<file path="src/gpio_port_consts.vh">
`ifndef GPIO_PORT_CONSTS_VH
`define GPIO_PORT_CONSTS_VH

// ----------------------------------------
// port geometry
// ----------------------------------------
`define PORT_WIDTH 8
`define ADDR_WIDTH 12

// ----------------------------------------
// register byte addresses
// ----------------------------------------
`define OFS_INPUT 12'h000
`define OFS_DIRECTION 12'h004
`define OFS_OUTPUT 12'h008
`define OFS_CONTROL 12'h00C
`define OFS_ALTERNATE 12'h010

// ----------------------------------------
// field positions and reset values
// ----------------------------------------
`define CTL_PUD_BIT 0
`define ALT_JTAG_BIT 0
`define ALT_PIN_CHANGE_GROUP2_ENABLE_BIT 1
`define ALT_MASK_PC2_BIT 2
`define ALT_MASK_PC3_BIT 3
`define ALT_WIDTH 4
`define SCAN_PIN_LO 2
`define SCAN_PIN_HI 3
`define RST_PORT 8'h00
`define RST_BIT 1'b0

`endif

</file>
<file path="src/bidirectional_port_pin.v">
// The APB register port and the placing of the registers were left to the implementer.
`timescale 1ns/1ps
// Function
// - three bit registers per pin, separate addresses
// - direction bit one makes pin output
// - input with output bit one enables pull-up
// - global disable suppresses all pull-ups
// - output drives output bit value, no pull-up
// - reset tri-states pins without a clock
// - writing one to input bit toggles output
// - pin level read via two-stage synchronizer
// - strobes shared per port, controls shared
// - alternate pins leave other pins usable
// - scan enable forces input, no pull-up
module bidirectional_port_pin (
   // clock and reset
   input wire clk,
   input wire arst_n,
   // apb slave
   input wire psel,
   input wire penable,
   input wire pwrite,
   input wire [11:0] paddr,
   input wire [31:0] pwdata,
   output wire pready,
   output wire pslverr,
   output reg [31:0] prdata,
   // pins
   input wire [7:0] pinIn,
   output wire [7:0] pinOut,
   output wire [7:0] pinOe,
   output wire [7:0] pullupEn,
   // digital input enable toward pin-change logic
   output wire [7:0] inputEnableOverrideEnable,
   output wire [7:0] inputEnableOverrideValue
);
`include "gpio_port_consts.vh"

   // ----------------------------------------
   // state
   // ----------------------------------------
   reg [7:0] portDirectionReg;
   reg [7:0] portOutputReg;
   reg pullupDisableAll;
   reg [3:0] altCtrl;
   wire [7:0] portInputReg;
   wire [7:0] pullupOverrideEnable;
   wire [7:0] directionOverrideEnable;
   wire jtagEnable;
   wire pinChangeGroup2Enable;
   wire pinChangeMaskPc2;
   wire pinChangeMaskPc3;
   wire access;
   wire wrAccess;

   function hit;
      input [11:0] a;
      input [11:0] ofs;
      begin
         hit = (a == ofs);
      end
   endfunction

   function known;
      input [11:0] a;
      begin
         known = hit(a, `OFS_INPUT) | hit(a, `OFS_DIRECTION) | hit(a, `OFS_OUTPUT)
            | hit(a, `OFS_CONTROL) | hit(a, `OFS_ALTERNATE);
      end
   endfunction

   assign access = psel & penable;
   assign wrAccess = access & pwrite;
   assign pready = 1'b1;
   assign pslverr = access & ~known(paddr);

   assign jtagEnable = altCtrl[`ALT_JTAG_BIT];
   assign pinChangeGroup2Enable = altCtrl[`ALT_PIN_CHANGE_GROUP2_ENABLE_BIT];
   assign pinChangeMaskPc2 = altCtrl[`ALT_MASK_PC2_BIT];
   assign pinChangeMaskPc3 = altCtrl[`ALT_MASK_PC3_BIT];

   // ----------------------------------------
   // scan-port overrides, other pins untouched
   // ----------------------------------------
   assign pullupOverrideEnable = {4'h0, jtagEnable, jtagEnable, 2'h0};
   assign directionOverrideEnable = pullupOverrideEnable;
   assign inputEnableOverrideEnable = {4'h0,
      jtagEnable | (pinChangeMaskPc3 & pinChangeGroup2Enable),
      jtagEnable | (pinChangeMaskPc2 & pinChangeGroup2Enable), 2'h0};
   assign inputEnableOverrideValue = {4'h0, jtagEnable, jtagEnable, 2'h0};

   // ----------------------------------------
   // register writes, shared per-port strobes
   // ----------------------------------------
   always @(posedge clk or negedge arst_n) begin
      if (!arst_n) begin
         portDirectionReg <= `RST_PORT;
         portOutputReg <= `RST_PORT;
         pullupDisableAll <= `RST_BIT;
         altCtrl <= 4'h0;
      end else if (wrAccess) begin
         if (hit(paddr, `OFS_DIRECTION)) begin
            portDirectionReg <= pwdata[7:0];
         end
         if (hit(paddr, `OFS_OUTPUT)) begin
            portOutputReg <= pwdata[7:0];
         end
         if (hit(paddr, `OFS_INPUT)) begin
            portOutputReg <= portOutputReg ^ pwdata[7:0];
         end
         if (hit(paddr, `OFS_CONTROL)) begin
            pullupDisableAll <= pwdata[`CTL_PUD_BIT];
         end
         if (hit(paddr, `OFS_ALTERNATE)) begin
            altCtrl <= pwdata[3:0];
         end
      end
   end

   // ----------------------------------------
   // read data
   // ----------------------------------------
   always @* begin
      prdata = 32'h0000_0000;
      if (hit(paddr, `OFS_INPUT)) begin
         prdata = {24'h000000, portInputReg};
      end else if (hit(paddr, `OFS_DIRECTION)) begin
         prdata = {24'h000000, portDirectionReg};
      end else if (hit(paddr, `OFS_OUTPUT)) begin
         prdata = {24'h000000, portOutputReg};
      end else if (hit(paddr, `OFS_CONTROL)) begin
         prdata = {31'h00000000, pullupDisableAll};
      end else if (hit(paddr, `OFS_ALTERNATE)) begin
         prdata = {28'h0000000, altCtrl};
      end
   end

   // ----------------------------------------
   // pin path
   // ----------------------------------------
   pin_sync u_sync (
      .clk(clk),
      .arst_n(arst_n),
      .asyncIn(pinIn),
      .syncOut(portInputReg)
   );

   pad_ctrl u_pad (
      .arst_n(arst_n),
      .dirBits(portDirectionReg),
      .outBits(portOutputReg),
      .pullupDisableAll(pullupDisableAll),
      .pullupOverrideEnable(pullupOverrideEnable),
      .pullupOverrideValue(8'h00),
      .directionOverrideEnable(directionOverrideEnable),
      .directionOverrideValue(8'h00),
      .padOut(pinOut),
      .padOe(pinOe),
      .pullupEn(pullupEn)
   );
endmodule // bidirectional_port_pin

</file>
<file path="src/pin_sync.v">
`timescale 1ns/1ps
// ----------------------------------------
// two-stage input synchronizer
// ----------------------------------------
module pin_sync (
   // clock and reset
   input wire clk,
   input wire arst_n,
   // data
   input wire [7:0] asyncIn,
   output reg [7:0] syncOut
);
`include "gpio_port_consts.vh"

   reg [7:0] stage1;

   always @(posedge clk or negedge arst_n) begin
      if (!arst_n) begin
         stage1 <= `RST_PORT;
         syncOut <= `RST_PORT;
      end else begin
         stage1 <= asyncIn;
         syncOut <= stage1;
      end
   end
endmodule // pin_sync

</file>
<file path="src/pad_ctrl.v">
`timescale 1ns/1ps
// ----------------------------------------
// per-pin drive, pull-up and override logic
// ----------------------------------------
module pad_ctrl (
   // configuration
   input wire arst_n,
   input wire [7:0] dirBits,
   input wire [7:0] outBits,
   input wire pullupDisableAll,
   // alternate function overrides
   input wire [7:0] pullupOverrideEnable,
   input wire [7:0] pullupOverrideValue,
   input wire [7:0] directionOverrideEnable,
   input wire [7:0] directionOverrideValue,
   // pad controls
   output wire [7:0] padOut,
   output wire [7:0] padOe,
   output wire [7:0] pullupEn
);
   genvar i;
   generate
      for (i = 0; i < 8; i = i + 1) begin : g_pin
         wire effDir;
         wire rawPull;
         assign effDir = directionOverrideEnable[i] ? directionOverrideValue[i]
                                                    : dirBits[i];
         assign rawPull = ~dirBits[i] & outBits[i] & ~pullupDisableAll;
         // reset gates pins combinationally, no clock needed
         assign padOe[i] = arst_n & effDir;
         assign padOut[i] = outBits[i];
         assign pullupEn[i] = arst_n & ~effDir & (pullupOverrideEnable[i]
            ? pullupOverrideValue[i] : rawPull);
      end
   endgenerate
endmodule // pad_ctrl

</file>
<file path="config.mk">
export PLATFORM = sky130hd
export DESIGN_NAME = bidirectional_port_pin
export DESIGN_NICKNAME = d
export VERILOG_FILES = /design/src/bidirectional_port_pin.v /design/src/pin_sync.v /design/src/pad_ctrl.v
export VERILOG_INCLUDE_DIRS = /design/src
export SDC_FILE = /design/constraint.sdc
export NUM_CORES = 1
export LEC_CHECK = 0
export BUFFER_PORTS_ARGS = -buffer_cell sky130_fd_sc_hd__buf_2
export CORE_UTILIZATION = 43
export CTS_CLUSTER_DIAMETER = 100
export CTS_CLUSTER_SIZE = 30
export DETAILED_ROUTE_END_ITERATION = 8
export PLACE_DENSITY = 0.8
export SLEW_MARGIN = 20
export SYNTH_ARGS = -nofsm -noshare
export SYNTH_HDL_FRONTEND = slang
export SYNTH_SLANG_ARGS = --single-unit
</file>
<file path="constraint.sdc">
create_clock -name clk -period 1.92 [get_ports clk]
set_input_delay 0.192 -clock clk [delete_from_list [all_inputs] [get_ports clk]]
set_output_delay 0.192 -clock clk [all_outputs]
set_load 0.005 [all_outputs]
</file>
# == Yosys cells after proc, flatten, opt, wreduce, memory -nomap -nowiden ==
# Cells that the tools add are included.
# op_classes
reduce_logical,6
eq_ne,4
n_mux,11
bitwise_logic,64
# op_table
cell,count
$and 1x1->1,45
$mux 8,5
$eq 12x4->1 const B,2
$eq 12x3->1 const B,1
$eq 12x5->1 const B,1
$logic_not 12->1,1
$not 1->1,12
$mux 4,2
$reduce_and 2->1,4
$xor 8x8->8,1
$or 1x1->1,6
$mux 1,4
$reduce_bool 2->1,1
# word_totals
elab_cells,91
inputBits,57
output_inout_bits,74
regBits,37

# == Depth between registers and ports, before layout ==
# Gate-level depths: netlist of the first run.
# logic_depth
word_depth,7
ltp_mapped,6
ltp_nobuf,4

# == Cells and area by module ==
# From an unflattened synthesis of the first run, not the netlist that was laid out.
# unflattened
hier_cells,247
hier_area_um2,2484.9
# modules_own_cells
mod,seq_area_each_um2,area_each_um2,n_inst,cells_each
bidirectional_port_pin,525.5,1635.3,1,181
pad_ctrl,0.0,449.2,1,50
pin_sync,400.4,400.4,1,16

# == Least setup slack after synthesis of the first run ==
# No wires, ideal clock.
# synth_path
path_kind,input to output
from,input paddr[9]
to,output prdata[4]
stages,6
required_ps,1728
n_path_buf,2
arrival_ps,1623
setup_slack_ps,105
path_cell_list,or4_1 buf_2 or4_4 buf_6 nor3_2 a21oi_1
# synth_between
elab_chain_len,4
word_cells_on_any_way,6
classes_between,2 x eq/ne; 3 x mux; 1 x reduce/logical
# synth_rtl
element,line_no,text
start: declaration,bidirectional_port_pin.v:23,"input wire [11:0] paddr,"
$eq 12x4->1,bidirectional_port_pin.v:60,hit = (a == ofs);
$mux 8,bidirectional_port_pin.v:129,"end else if (hit(paddr, `OFS_OUTPUT)) begin"
$mux 8,bidirectional_port_pin.v:127,"end else if (hit(paddr, `OFS_DIRECTION)) begin"
$mux 8 *,bidirectional_port_pin.v:125,"if (hit(paddr, `OFS_INPUT)) begin"
end: declaration,bidirectional_port_pin.v:27,"output reg [31:0] prdata,"
# Mark *: on every way between the ends. The rest lies on a longest branch, timed or not.

# == Worst setup path after layout of the first run ==
# layout_path
from,input paddr[4]
to,output prdata[6]
# The elaborated chain is that of the path after synthesis.

==> reports/results.ini, run 1 <==
[run_status]
outcome=complete, but fails checks
violations_in_the_final_reports=negative setup slack

[route]
drc=0
via_count=1787
detail_route.wl_per_cell_um=13.8
wirelength_mm=4.98
drt-initial-drc-count=102
post_drt_via_cell_ratio=4.96
detailedRoute.firstPassIterationCount=4
route.antenna.remaining_nets=0

[clock_tree]
clk_pin_slew_ns=0.06
tritoncts.num_buffers=5
clock-sinks=37
htree_levels=2
clock-root-buffer=sky130_fd_sc_hd__clkbuf_8
cts_tree=done
worstSkewPairLatency_ns=0.28
maximum_count_of_clock_buffers_along_a_single_path=2

[worst_setup_path]
startpoint_type=input port
kind_of_end_point_of_the_critical_path=output port
cp-startpoint=paddr[4]
setup.worst_path.class=input port to output port
worstPathArrival_ns=1.80
required_ns=1.73
r2r_start=altCtrl[0]
highest_net_fanout_along_the_worst_path=7

[floorplanning]
ioPinCount=131
floorplan.die.height_um=72.5
dieArea_um2=5260
start_util=0.450
core.rowCount=25
design.core.area_um2=4750
die-width_um=72.5

[sta]
grt_setup_unrepaired=true
timing.final.max_slew_violations=0
hold_viol_final=0
worst_slack_ns=-0.0699
final.period_utilization=1.04
report.final.setup_viol=5
top_achievable_clock_speed_mhz=503
fin_worst_hold_slack_ns=0.0140
layout_min_cycle_time_ns=1.99
fin_skew_ns=0.00614

[power_and_ir_drop]
pwr-share-comb=0.106
p_int_mw=1.10
p_leak_nw=1.39
seq_power_share=0.555
vdd.ir_drop.worst_v=0.000557
power.net_switching_mw=0.351
p_per_area_nw_per_um2=540
clkPwrFrac=0.339
switching_share=0.243

[logic_synthesis]
seq_area_frac_synth=0.433
synth-main-ff-cell=sky130_fd_sc_hd__dfrtp_1
synthesis.instances=205
synth.ff_latch_count=37
ys.warnings.count=0
post_synth_num_cell_types=38
synth-async-reset-ratio=1.00
syn_area_per_cell_um2=10.4
synth_edf_count=0
synth_area_um2=2140

[finish]
layout.cells.most_common=sky130_fd_sc_hd__buf_2
final_cells=360
synthToLayoutAreaGrowth_pct=25.3
fill_cells=440
antennaDiodeCount=0
layout.nets=351
layout_utilization=0.564
layout_common_cells=sky130_fd_sc_hd__buf_2 (67), sky130_fd_sc_hd__conb_1 (37), sky130_fd_sc_hd__dfrtp_1 (37)
post_route_cells_drive_above_1_share=0.423

[grt]
grt_start_max_net_pins=36
grt_pass1_vias=1713
grt_first_pass_wirelength_mm=7.86
grt.total_usage=0.200
use_met2=0.334
grt_util_met1=0.238
globalRouteMet3Util=0.0528
grt_overflow=0
number_of_antenna_violations_at_the_first_check_in_global_routing=0
top_usage_layer_grt=met2

[placement]
gpl.final_weighted_congestion=0.807
dpl_cells=347
port_buffers=69
detailedPlacementHpwl_mm=3.66

[job]
max_cap_violations=0

[worst_hold_path]
hp-class=input port to register
timing.hold.worst.start=pinIn[3]

synthesized netlist by cell type, types with 2 or more instances:
library cell               count  area (um2)
sky130_fd_sc_hd__clkbuf_1      4        15.0
sky130_fd_sc_hd__mux2i_1       5        50.1
sky130_fd_sc_hd__a21oi_1      12        60.1
sky130_fd_sc_hd__buf_4        40         300
sky130_fd_sc_hd__or2_2         2        12.5
sky130_fd_sc_hd__mux2_1        3        33.8
sky130_fd_sc_hd__o22ai_1       3        18.8
sky130_fd_sc_hd__nor2_1        4        15.0
sky130_fd_sc_hd__nor4b_1       2        17.5
sky130_fd_sc_hd__nor3_2        5        50.1
sky130_fd_sc_hd__or4_1         2        15.0
sky130_fd_sc_hd__mux2_2       10         113
sky130_fd_sc_hd__buf_6         3        33.8
sky130_fd_sc_hd__conb_1        2        7.51
sky130_fd_sc_hd__a21oi_2       6        52.6
sky130_fd_sc_hd__and3b_1       2        17.5
sky130_fd_sc_hd__and3_1        2        12.5
sky130_fd_sc_hd__a21o_1        2        15.0
sky130_fd_sc_hd__nand3_1      14        70.1
sky130_fd_sc_hd__o21ai_0      12        60.1
sky130_fd_sc_hd__and2_1        8        50.1
sky130_fd_sc_hd__a22oi_1       3        22.5
sky130_fd_sc_hd__nor4_1        3        18.8
sky130_fd_sc_hd__nor3b_1       6        45.0
sky130_fd_sc_hd__dfrtp_1      37         926
state kept, by name, indices dropped and copies added, names as in the netlist:
signal and cells:
altCtrl 4, portDirectionReg 8, portOutputReg 8, pullupDisableAll 1, u_sync.stage1 8, u_sync.syncOut 8
logic make-up after synthesis:
group | count (synthesis) | synth area share
buffers and inverters | 50 | 0.169
other | 2 | 0.00351
and+or+nand+nor | 58 | 0.187
AOI/OAI and AO/OA | 40 | 0.116
muxes | 18 | 0.0918
DFF | 37 | 0.433
power groups by stage:
| stage | Combinational [mW] | Clock, mW | Sequential [mW] |
|---|---|---|---|
| finish | 0.153 | 0.491 | 0.803 |
| global route | 0.174 | 0.537 | 0.804 |
| CTS | 0.142 | 0.505 | 0.803 |
| detailed placement | 0.137 | 0 | 0.818 |
| global placement | 0.133 | 0 | 0.817 |
| floorplan | 0.108 | 0 | 0.816 |
layer usage:
| metal | vias up | part of all wire |
|---|---|---|
| met2 | 105 | 0.50 |
| met5 | - | 0 |
| li1 | 829 | - |
| met1 | 843 | 0.40 |
| met4 | 0 | 0.020 |
| met3 | 10 | 0.079 |
timing repair:
action | in CTS | in global routing
pin swaps | 1 | 1
hold buffers | 1 | 5
resized for setup | 3 | 2
buffers inserted | 0 | 1
endpoints found under the hold margin | 26 | 5
setup endpoints to repair | 7 | 7
per-stage QoR:
stage	cell area, um2	total power [mW]	setup TNS (ns)	setup WS, ns
after global routing	2680	1.52	-0.422	-0.106
after floorplan	2270	0.924	0	0.105
after detailed placement	2510	0.955	-1.48	-0.141
after global placement	2510	0.950	-1.20	-0.134
final	2680	1.45	-0.176	-0.0699
after CTS	2610	1.45	-0.0419	-0.0169
worst paths after layout:
path / depth (start not counted) / to / slack (ns)
max in group asynchronous: 4 / portDirectionReg[3] / 0.93
max: 6 / prdata[6] / -0.07
max reg2reg: 1 / altCtrl[0] / 1.02
min: 1 / u_sync.stage1[3] / 0.01
min in group asynchronous: 3 / u_sync.stage1[1] / 0.49
min reg2reg: 0 / u_sync.syncOut[6] / 0.34
critical path, cell delays in order:
cell                      delay, ns
sky130_fd_sc_hd__buf_6         0.09
sky130_fd_sc_hd__or4_4         0.54
sky130_fd_sc_hd__or4_4         0.58
sky130_fd_sc_hd__nor3_2        0.19
sky130_fd_sc_hd__a21oi_1       0.06
sky130_fd_sc_hd__buf_2         0.13
final cells by class:
| class | instances | area (um2) | share of cell area |
|---|---|---|---|
| Clock buffer | 5 | 68.8 | 0.0257 |
| Clock inverter | 1 | 5.00 | 0.00187 |
| Inverter | 2 | 7.51 | 0.00280 |
| Multi-Input combinational cell | 153 | 997 | 0.372 |
| Sequential cell | 37 | 926 | 0.345 |
| Tap cell | 67 | 83.8 | 0.0313 |
| Timing Repair Buffer | 95 | 593 | 0.221 |
Power figures use the tool's default switching activity.
==> run 2, diff against run 1 <==
SKIP_LAST_GASP = 1   (was not set)
==> reports/results.ini, run 2 (same netlist as run 1, synthesis figures left out) <==
[run_status]
outcome=complete, but fails checks
violations_in_the_final_reports=negative setup slack

[placement]
detailedPlacementHpwl_mm=3.66  ; unchanged
gpl.final_weighted_congestion=0.807  ; unchanged
dpl_cells=347  ; unchanged
port_buffers=69  ; unchanged

[sta]
hold_viol_final=0  ; unchanged
worst_slack_ns=-0.0702  ; -0.000312 ns
timing.final.max_slew_violations=0  ; unchanged
fin_setup_tns_ns=-0.247  ; -0.0705 ns
fin_worst_hold_slack_ns=0.0133  ; -0.000694 ns
final.period_utilization=1.04  ; about the same
top_achievable_clock_speed_mhz=502  ; about the same
layout_min_cycle_time_ns=1.99  ; +0.000312 ns
fin_skew_ns=0.00587  ; -0.000269 ns
report.final.setup_viol=5  ; unchanged
grt_setup_unrepaired=true

[power_and_ir_drop]
pwr-share-comb=0.107  ; about the same
seq_power_share=0.554  ; about the same
vdd.ir_drop.worst_v=0.000557  ; about the same
p_int_mw=1.10  ; +0.19%
p_leak_nw=1.39  ; +0.24%
power.net_switching_mw=0.353  ; +0.41%
clkPwrFrac=0.339  ; about the same
p_per_area_nw_per_um2=539  ; -0.18%
switching_share=0.243  ; +0.000410
design_power_total_mw=1.45  ; +0.24%

[finish]
final_cells=361  ; +0.28%
antennaDiodeCount=0  ; unchanged
post_route_cells_drive_above_1_share=0.425  ; +0.00196
layout.nets=352  ; +0.28%
synthToLayoutAreaGrowth_pct=25.8
layout_common_cells=sky130_fd_sc_hd__buf_2 (67), sky130_fd_sc_hd__conb_1 (37), sky130_fd_sc_hd__dfrtp_1 (37)
layout.cells.most_common=sky130_fd_sc_hd__buf_2
layout_utilization=0.566  ; +0.00237

[clock_tree]
tritoncts.num_buffers=5  ; unchanged
worstSkewPairLatency_ns=0.28  ; about the same
htree_levels=2  ; unchanged
clock-root-buffer=sky130_fd_sc_hd__clkbuf_8
clock-sinks=37  ; unchanged
maximum_count_of_clock_buffers_along_a_single_path=2  ; unchanged
cts_tree=done
clk_pin_slew_ns=0.06  ; about the same

[floorplanning]
die-width_um=72.5  ; unchanged
ioPinCount=131  ; unchanged
start_util=0.450  ; unchanged
design.core.area_um2=4750  ; unchanged
dieArea_um2=5260  ; unchanged
core.rowCount=25  ; unchanged
floorplan.die.height_um=72.5  ; unchanged

[worst_setup_path]
highest_net_fanout_along_the_worst_path=7  ; unchanged
kind_of_end_point_of_the_critical_path=output port
reg2reg_to=altCtrl[0]
cp-startpoint=paddr[6]
worstPathArrival_ns=1.80  ; about the same
setup.worst_path.class=input port to output port
startpoint_type=input port
required_ns=1.73  ; about the same
reg2reg_depth=1  ; unchanged
reg2reg_setup_slack_ns=1.01  ; about the same
worst_setup_endpoint=prdata[6]
r2r_start=altCtrl[0]

[route]
post_drt_via_cell_ratio=4.91  ; -1.1%
via_count=1772  ; -0.84%
detail_route.wl_per_cell_um=13.8  ; +0.14%
wirelength_mm=5.00  ; +0.42%
detailedRoute.firstPassIterationCount=4  ; unchanged
drt-initial-drc-count=76  ; -25%
route.antenna.remaining_nets=0  ; unchanged
drc=0  ; unchanged

[grt]
grt_start_max_net_pins=36  ; unchanged
grt_pass1_vias=1706  ; -0.41%
grt.total_usage=0.199  ; -0.000595
grt_first_pass_wirelength_mm=7.83  ; -0.36%
number_of_antenna_violations_at_the_first_check_in_global_routing=0  ; unchanged
grt_overflow=0  ; unchanged

[worst_hold_path]
hp-class=input port to register

[job]
max_cap_violations=0  ; unchanged

run 2: cell type report:
class                           instances  area (um2)
Fill cell                             436        2060
Inverter                                2        7.51
Sequential cell                        37         926
Tap cell                               67        83.8
Timing Repair Buffer                   96         604
Clock inverter                          1        5.00
Multi-Input combinational cell        153         997
Clock buffer                            5        68.8
run 2: worst max-delay path, stage by stage:
cell,delay [ns]
sky130_fd_sc_hd__buf_8,0.09
sky130_fd_sc_hd__or4_4,0.54
sky130_fd_sc_hd__or4_4,0.58
sky130_fd_sc_hd__nor3_2,0.19
sky130_fd_sc_hd__a21oi_1,0.06
sky130_fd_sc_hd__buf_2,0.13
run 2: worst min-delay path by stage:
stage                     slack, ns  startpoint          endpoint  cells past startpoint
after floorplan               -0.10      arst_n        altCtrl[0]                      0
after global placement         0.27      arst_n  u_sync.stage1[2]                      2
after detailed placement       0.28      arst_n  u_sync.stage1[2]                      2
after CTS                    0.0003    pinIn[1]  u_sync.stage1[1]                      1
after global routing          0.003    pinIn[6]  u_sync.stage1[6]                      1
final                          0.01    pinIn[3]  u_sync.stage1[3]                      1
run 2: power groups by stage:
stage	Combinational, mW	Sequential, mW	Clock [mW]
floorplan	0.108	0.816	0
global placement	0.133	0.817	0
detailed placement	0.137	0.818	0
CTS	0.140	0.803	0.505
global route	0.177	0.804	0.537
finish	0.156	0.803	0.492
run 2: per-stage QoR:
| step | cell area [um2] | setup slack (ns) |
|---|---|---|
| global placement | 2510 | -0.134 |
| detailed placement | 2510 | -0.141 |
| floorplan | 2270 | 0.105 |
| global route | 2690 | -0.118 |
| CTS | 2610 | -0.0317 |
| finish | 2690 | -0.0702 |
run 2: metal layers:
metal  GRT usage  wire length, um
met1       0.238             2050
met2       0.332             2500
met3      0.0528              355
met4      0.0959               98
met5           0                0
run 2: timing repair:
action / 4_1_cts / 5_1_grt
gates resized for setup: 2 / 4
hold endpoints to repair: 26 / 5
buffers inserted: 0 / 2
cloned: 0 / 0
pin swaps: 1 / 4
setup endpoints to repair: 7 / 7
hold buffers: 1 / 5
==> run 3, diff against run 2 <==
RECOVER_POWER = 25   (was not set)
==> reports/results.ini, run 3 (same netlist as run 1, synthesis figures left out) <==
[grt]
grt_overflow=0  ; unchanged
grt_pass1_vias=1706  ; unchanged
grt_first_pass_wirelength_mm=7.83  ; unchanged
grt.total_usage=0.199  ; unchanged
grt_start_max_net_pins=36  ; unchanged
number_of_antenna_violations_at_the_first_check_in_global_routing=0  ; unchanged

[sta]
report.final.setup_viol=5  ; unchanged
top_achievable_clock_speed_mhz=502  ; about the same
fin_skew_ns=0.00585  ; -0.0000181 ns
layout_min_cycle_time_ns=1.99  ; +0.000489 ns
grt_setup_unrepaired=true
hold_viol_final=0  ; unchanged
final.period_utilization=1.04  ; about the same
worst_slack_ns=-0.0707  ; -0.000489 ns
fin_worst_hold_slack_ns=0.0135  ; +0.000128 ns
timing.final.max_slew_violations=0  ; unchanged

[floorplanning]
design.core.area_um2=4750  ; unchanged
ioPinCount=131  ; unchanged
die-width_um=72.5  ; unchanged
start_util=0.450  ; unchanged
floorplan.die.height_um=72.5  ; unchanged
core.rowCount=25  ; unchanged
dieArea_um2=5260  ; unchanged

[worst_setup_path]
required_ns=1.73  ; about the same
cp-startpoint=paddr[6]
worst_setup_endpoint=prdata[6]
startpoint_type=input port
cp_top_family=simple AND/OR/NAND/NOR gates
cpMostUsedCell=sky130_fd_sc_hd__or4_4
critical_path.max_stage_delay_ns=0.58  ; about the same
timing.critical_path.depth=6  ; unchanged
r2r_start=altCtrl[0]
highest_net_fanout_along_the_worst_path=7  ; unchanged
worstPathCellList=buf_8, or4_4, or4_4, nor3_2, a21oi_1, buf_2
worst-path-buf-inv=2  ; unchanged
reg2reg_setup_slack_ns=1.01  ; about the same
slowest_stage=sky130_fd_sc_hd__or4_4
setup.worst_path.class=input port to output port
worstPathArrival_ns=1.80  ; about the same
reg2reg_depth=1  ; unchanged
reg2reg_to=altCtrl[0]
kind_of_end_point_of_the_critical_path=output port

[route]
post_drt_via_cell_ratio=4.91  ; unchanged
via_count=1772  ; unchanged
route.antenna.remaining_nets=0  ; unchanged
wirelength_mm=4.99  ; -0.14%
detailedRoute.firstPassIterationCount=4  ; unchanged
drt-initial-drc-count=76  ; unchanged
drc=0  ; unchanged
detail_route.wl_per_cell_um=13.8  ; -0.14%

[finish]
synthToLayoutAreaGrowth_pct=25.8  ; about the same
layout.cells.most_common=sky130_fd_sc_hd__buf_2
antennaDiodeCount=0  ; unchanged
post_route_cells_drive_above_1_share=0.422  ; -0.00340
final_cells=361  ; unchanged
layout_common_cells=sky130_fd_sc_hd__buf_2 (66), sky130_fd_sc_hd__conb_1 (37), sky130_fd_sc_hd__dfrtp_1 (37)
layout.nets=352  ; unchanged

[clock_tree]
worstSkewPairLatency_ns=0.28  ; about the same
htree_levels=2  ; unchanged
cts_tree=done
clk_pin_slew_ns=0.06  ; about the same
clock-root-buffer=sky130_fd_sc_hd__clkbuf_8
maximum_count_of_clock_buffers_along_a_single_path=2  ; unchanged
clock-sinks=37  ; unchanged
tritoncts.num_buffers=5  ; unchanged

[power_and_ir_drop]
vdd.ir_drop.worst_v=0.000557  ; about the same
p_leak_nw=1.39  ; -0.20%
design_power_total_mw=1.45  ; about the same
p_per_area_nw_per_um2=539  ; about the same

[placement]
port_buffers=69  ; unchanged
dpl_cells=347  ; unchanged
detailedPlacementHpwl_mm=3.66  ; unchanged
gpl.final_weighted_congestion=0.807  ; unchanged

[run_status]
violations_in_the_final_reports=negative setup slack
outcome=complete, but fails checks

[worst_hold_path]
hp-class=input port to register

[job]
max_cap_violations=0  ; unchanged

==> run 3: through the flow <==
stage | worst slack, ns | utilization | setup TNS [ns] | area, um2
3_3_place_gp | -0.134 | 0.529 | -1.20 | 2510
6_report | -0.0707 | 0.566 | -0.251 | 2690
3_5_place_dp | -0.141 | 0.529 | -1.48 | 2510
2_1_floorplan | 0.105 | - | 0 | 2270
4_1_cts | -0.0317 | 0.548 | -0.114 | 2610
5_1_grt | -0.118 | 0.566 | -0.622 | 2690
==> run 3: final cells by class <==
type                            count  area [um2]
Inverter                            2        7.51
Timing Repair Buffer               96         603
Sequential cell                    37         926
Tap cell                           67        83.8
Clock inverter                      1        5.00
Multi-Input combinational cell    153         997
Clock buffer                        5        68.8
Fill cell                         436        2060
==> run 3: worst min path at each step <==
stage                     slack [ns]  depth (start not counted)                to     start
after floorplan                -0.10                          0        altCtrl[0]    arst_n
after global placement          0.27                          2  u_sync.stage1[2]    arst_n
after detailed placement        0.28                          2  u_sync.stage1[2]    arst_n
after CTS                     0.0003                          1  u_sync.stage1[1]  pinIn[1]
after global routing           0.003                          1  u_sync.stage1[6]  pinIn[6]
final                           0.01                          1  u_sync.stage1[3]  pinIn[3]
==> run 3: layer usage <==
layer	global-route usage	wire length [um]	up-vias
li1	-	-	830
met1	0.238	2050	839
met2	0.332	2500	93
met3	0.0528	352	10
met4	0.0959	98	0
met5	0	0	-
==> run 3: where the power goes <==
group	switching, mW	internal, mW	total [mW]
sequential	0.00623	0.797	0.803
combinational	0.0933	0.0625	0.156
clock	0.252	0.238	0.491
total	0.352	1.10	1.45
==> run 3: what timing repair did <==
action / in CTS / in global routing
buffers inserted: 0 / 2
gates resized for setup: 2 / 4
gates cloned: 0 / 0
hold buffers: 1 / 5
pin swaps: 1 / 4
endpoints found under the setup margin: 7 / 7
hold endpoints to repair: 26 / 5
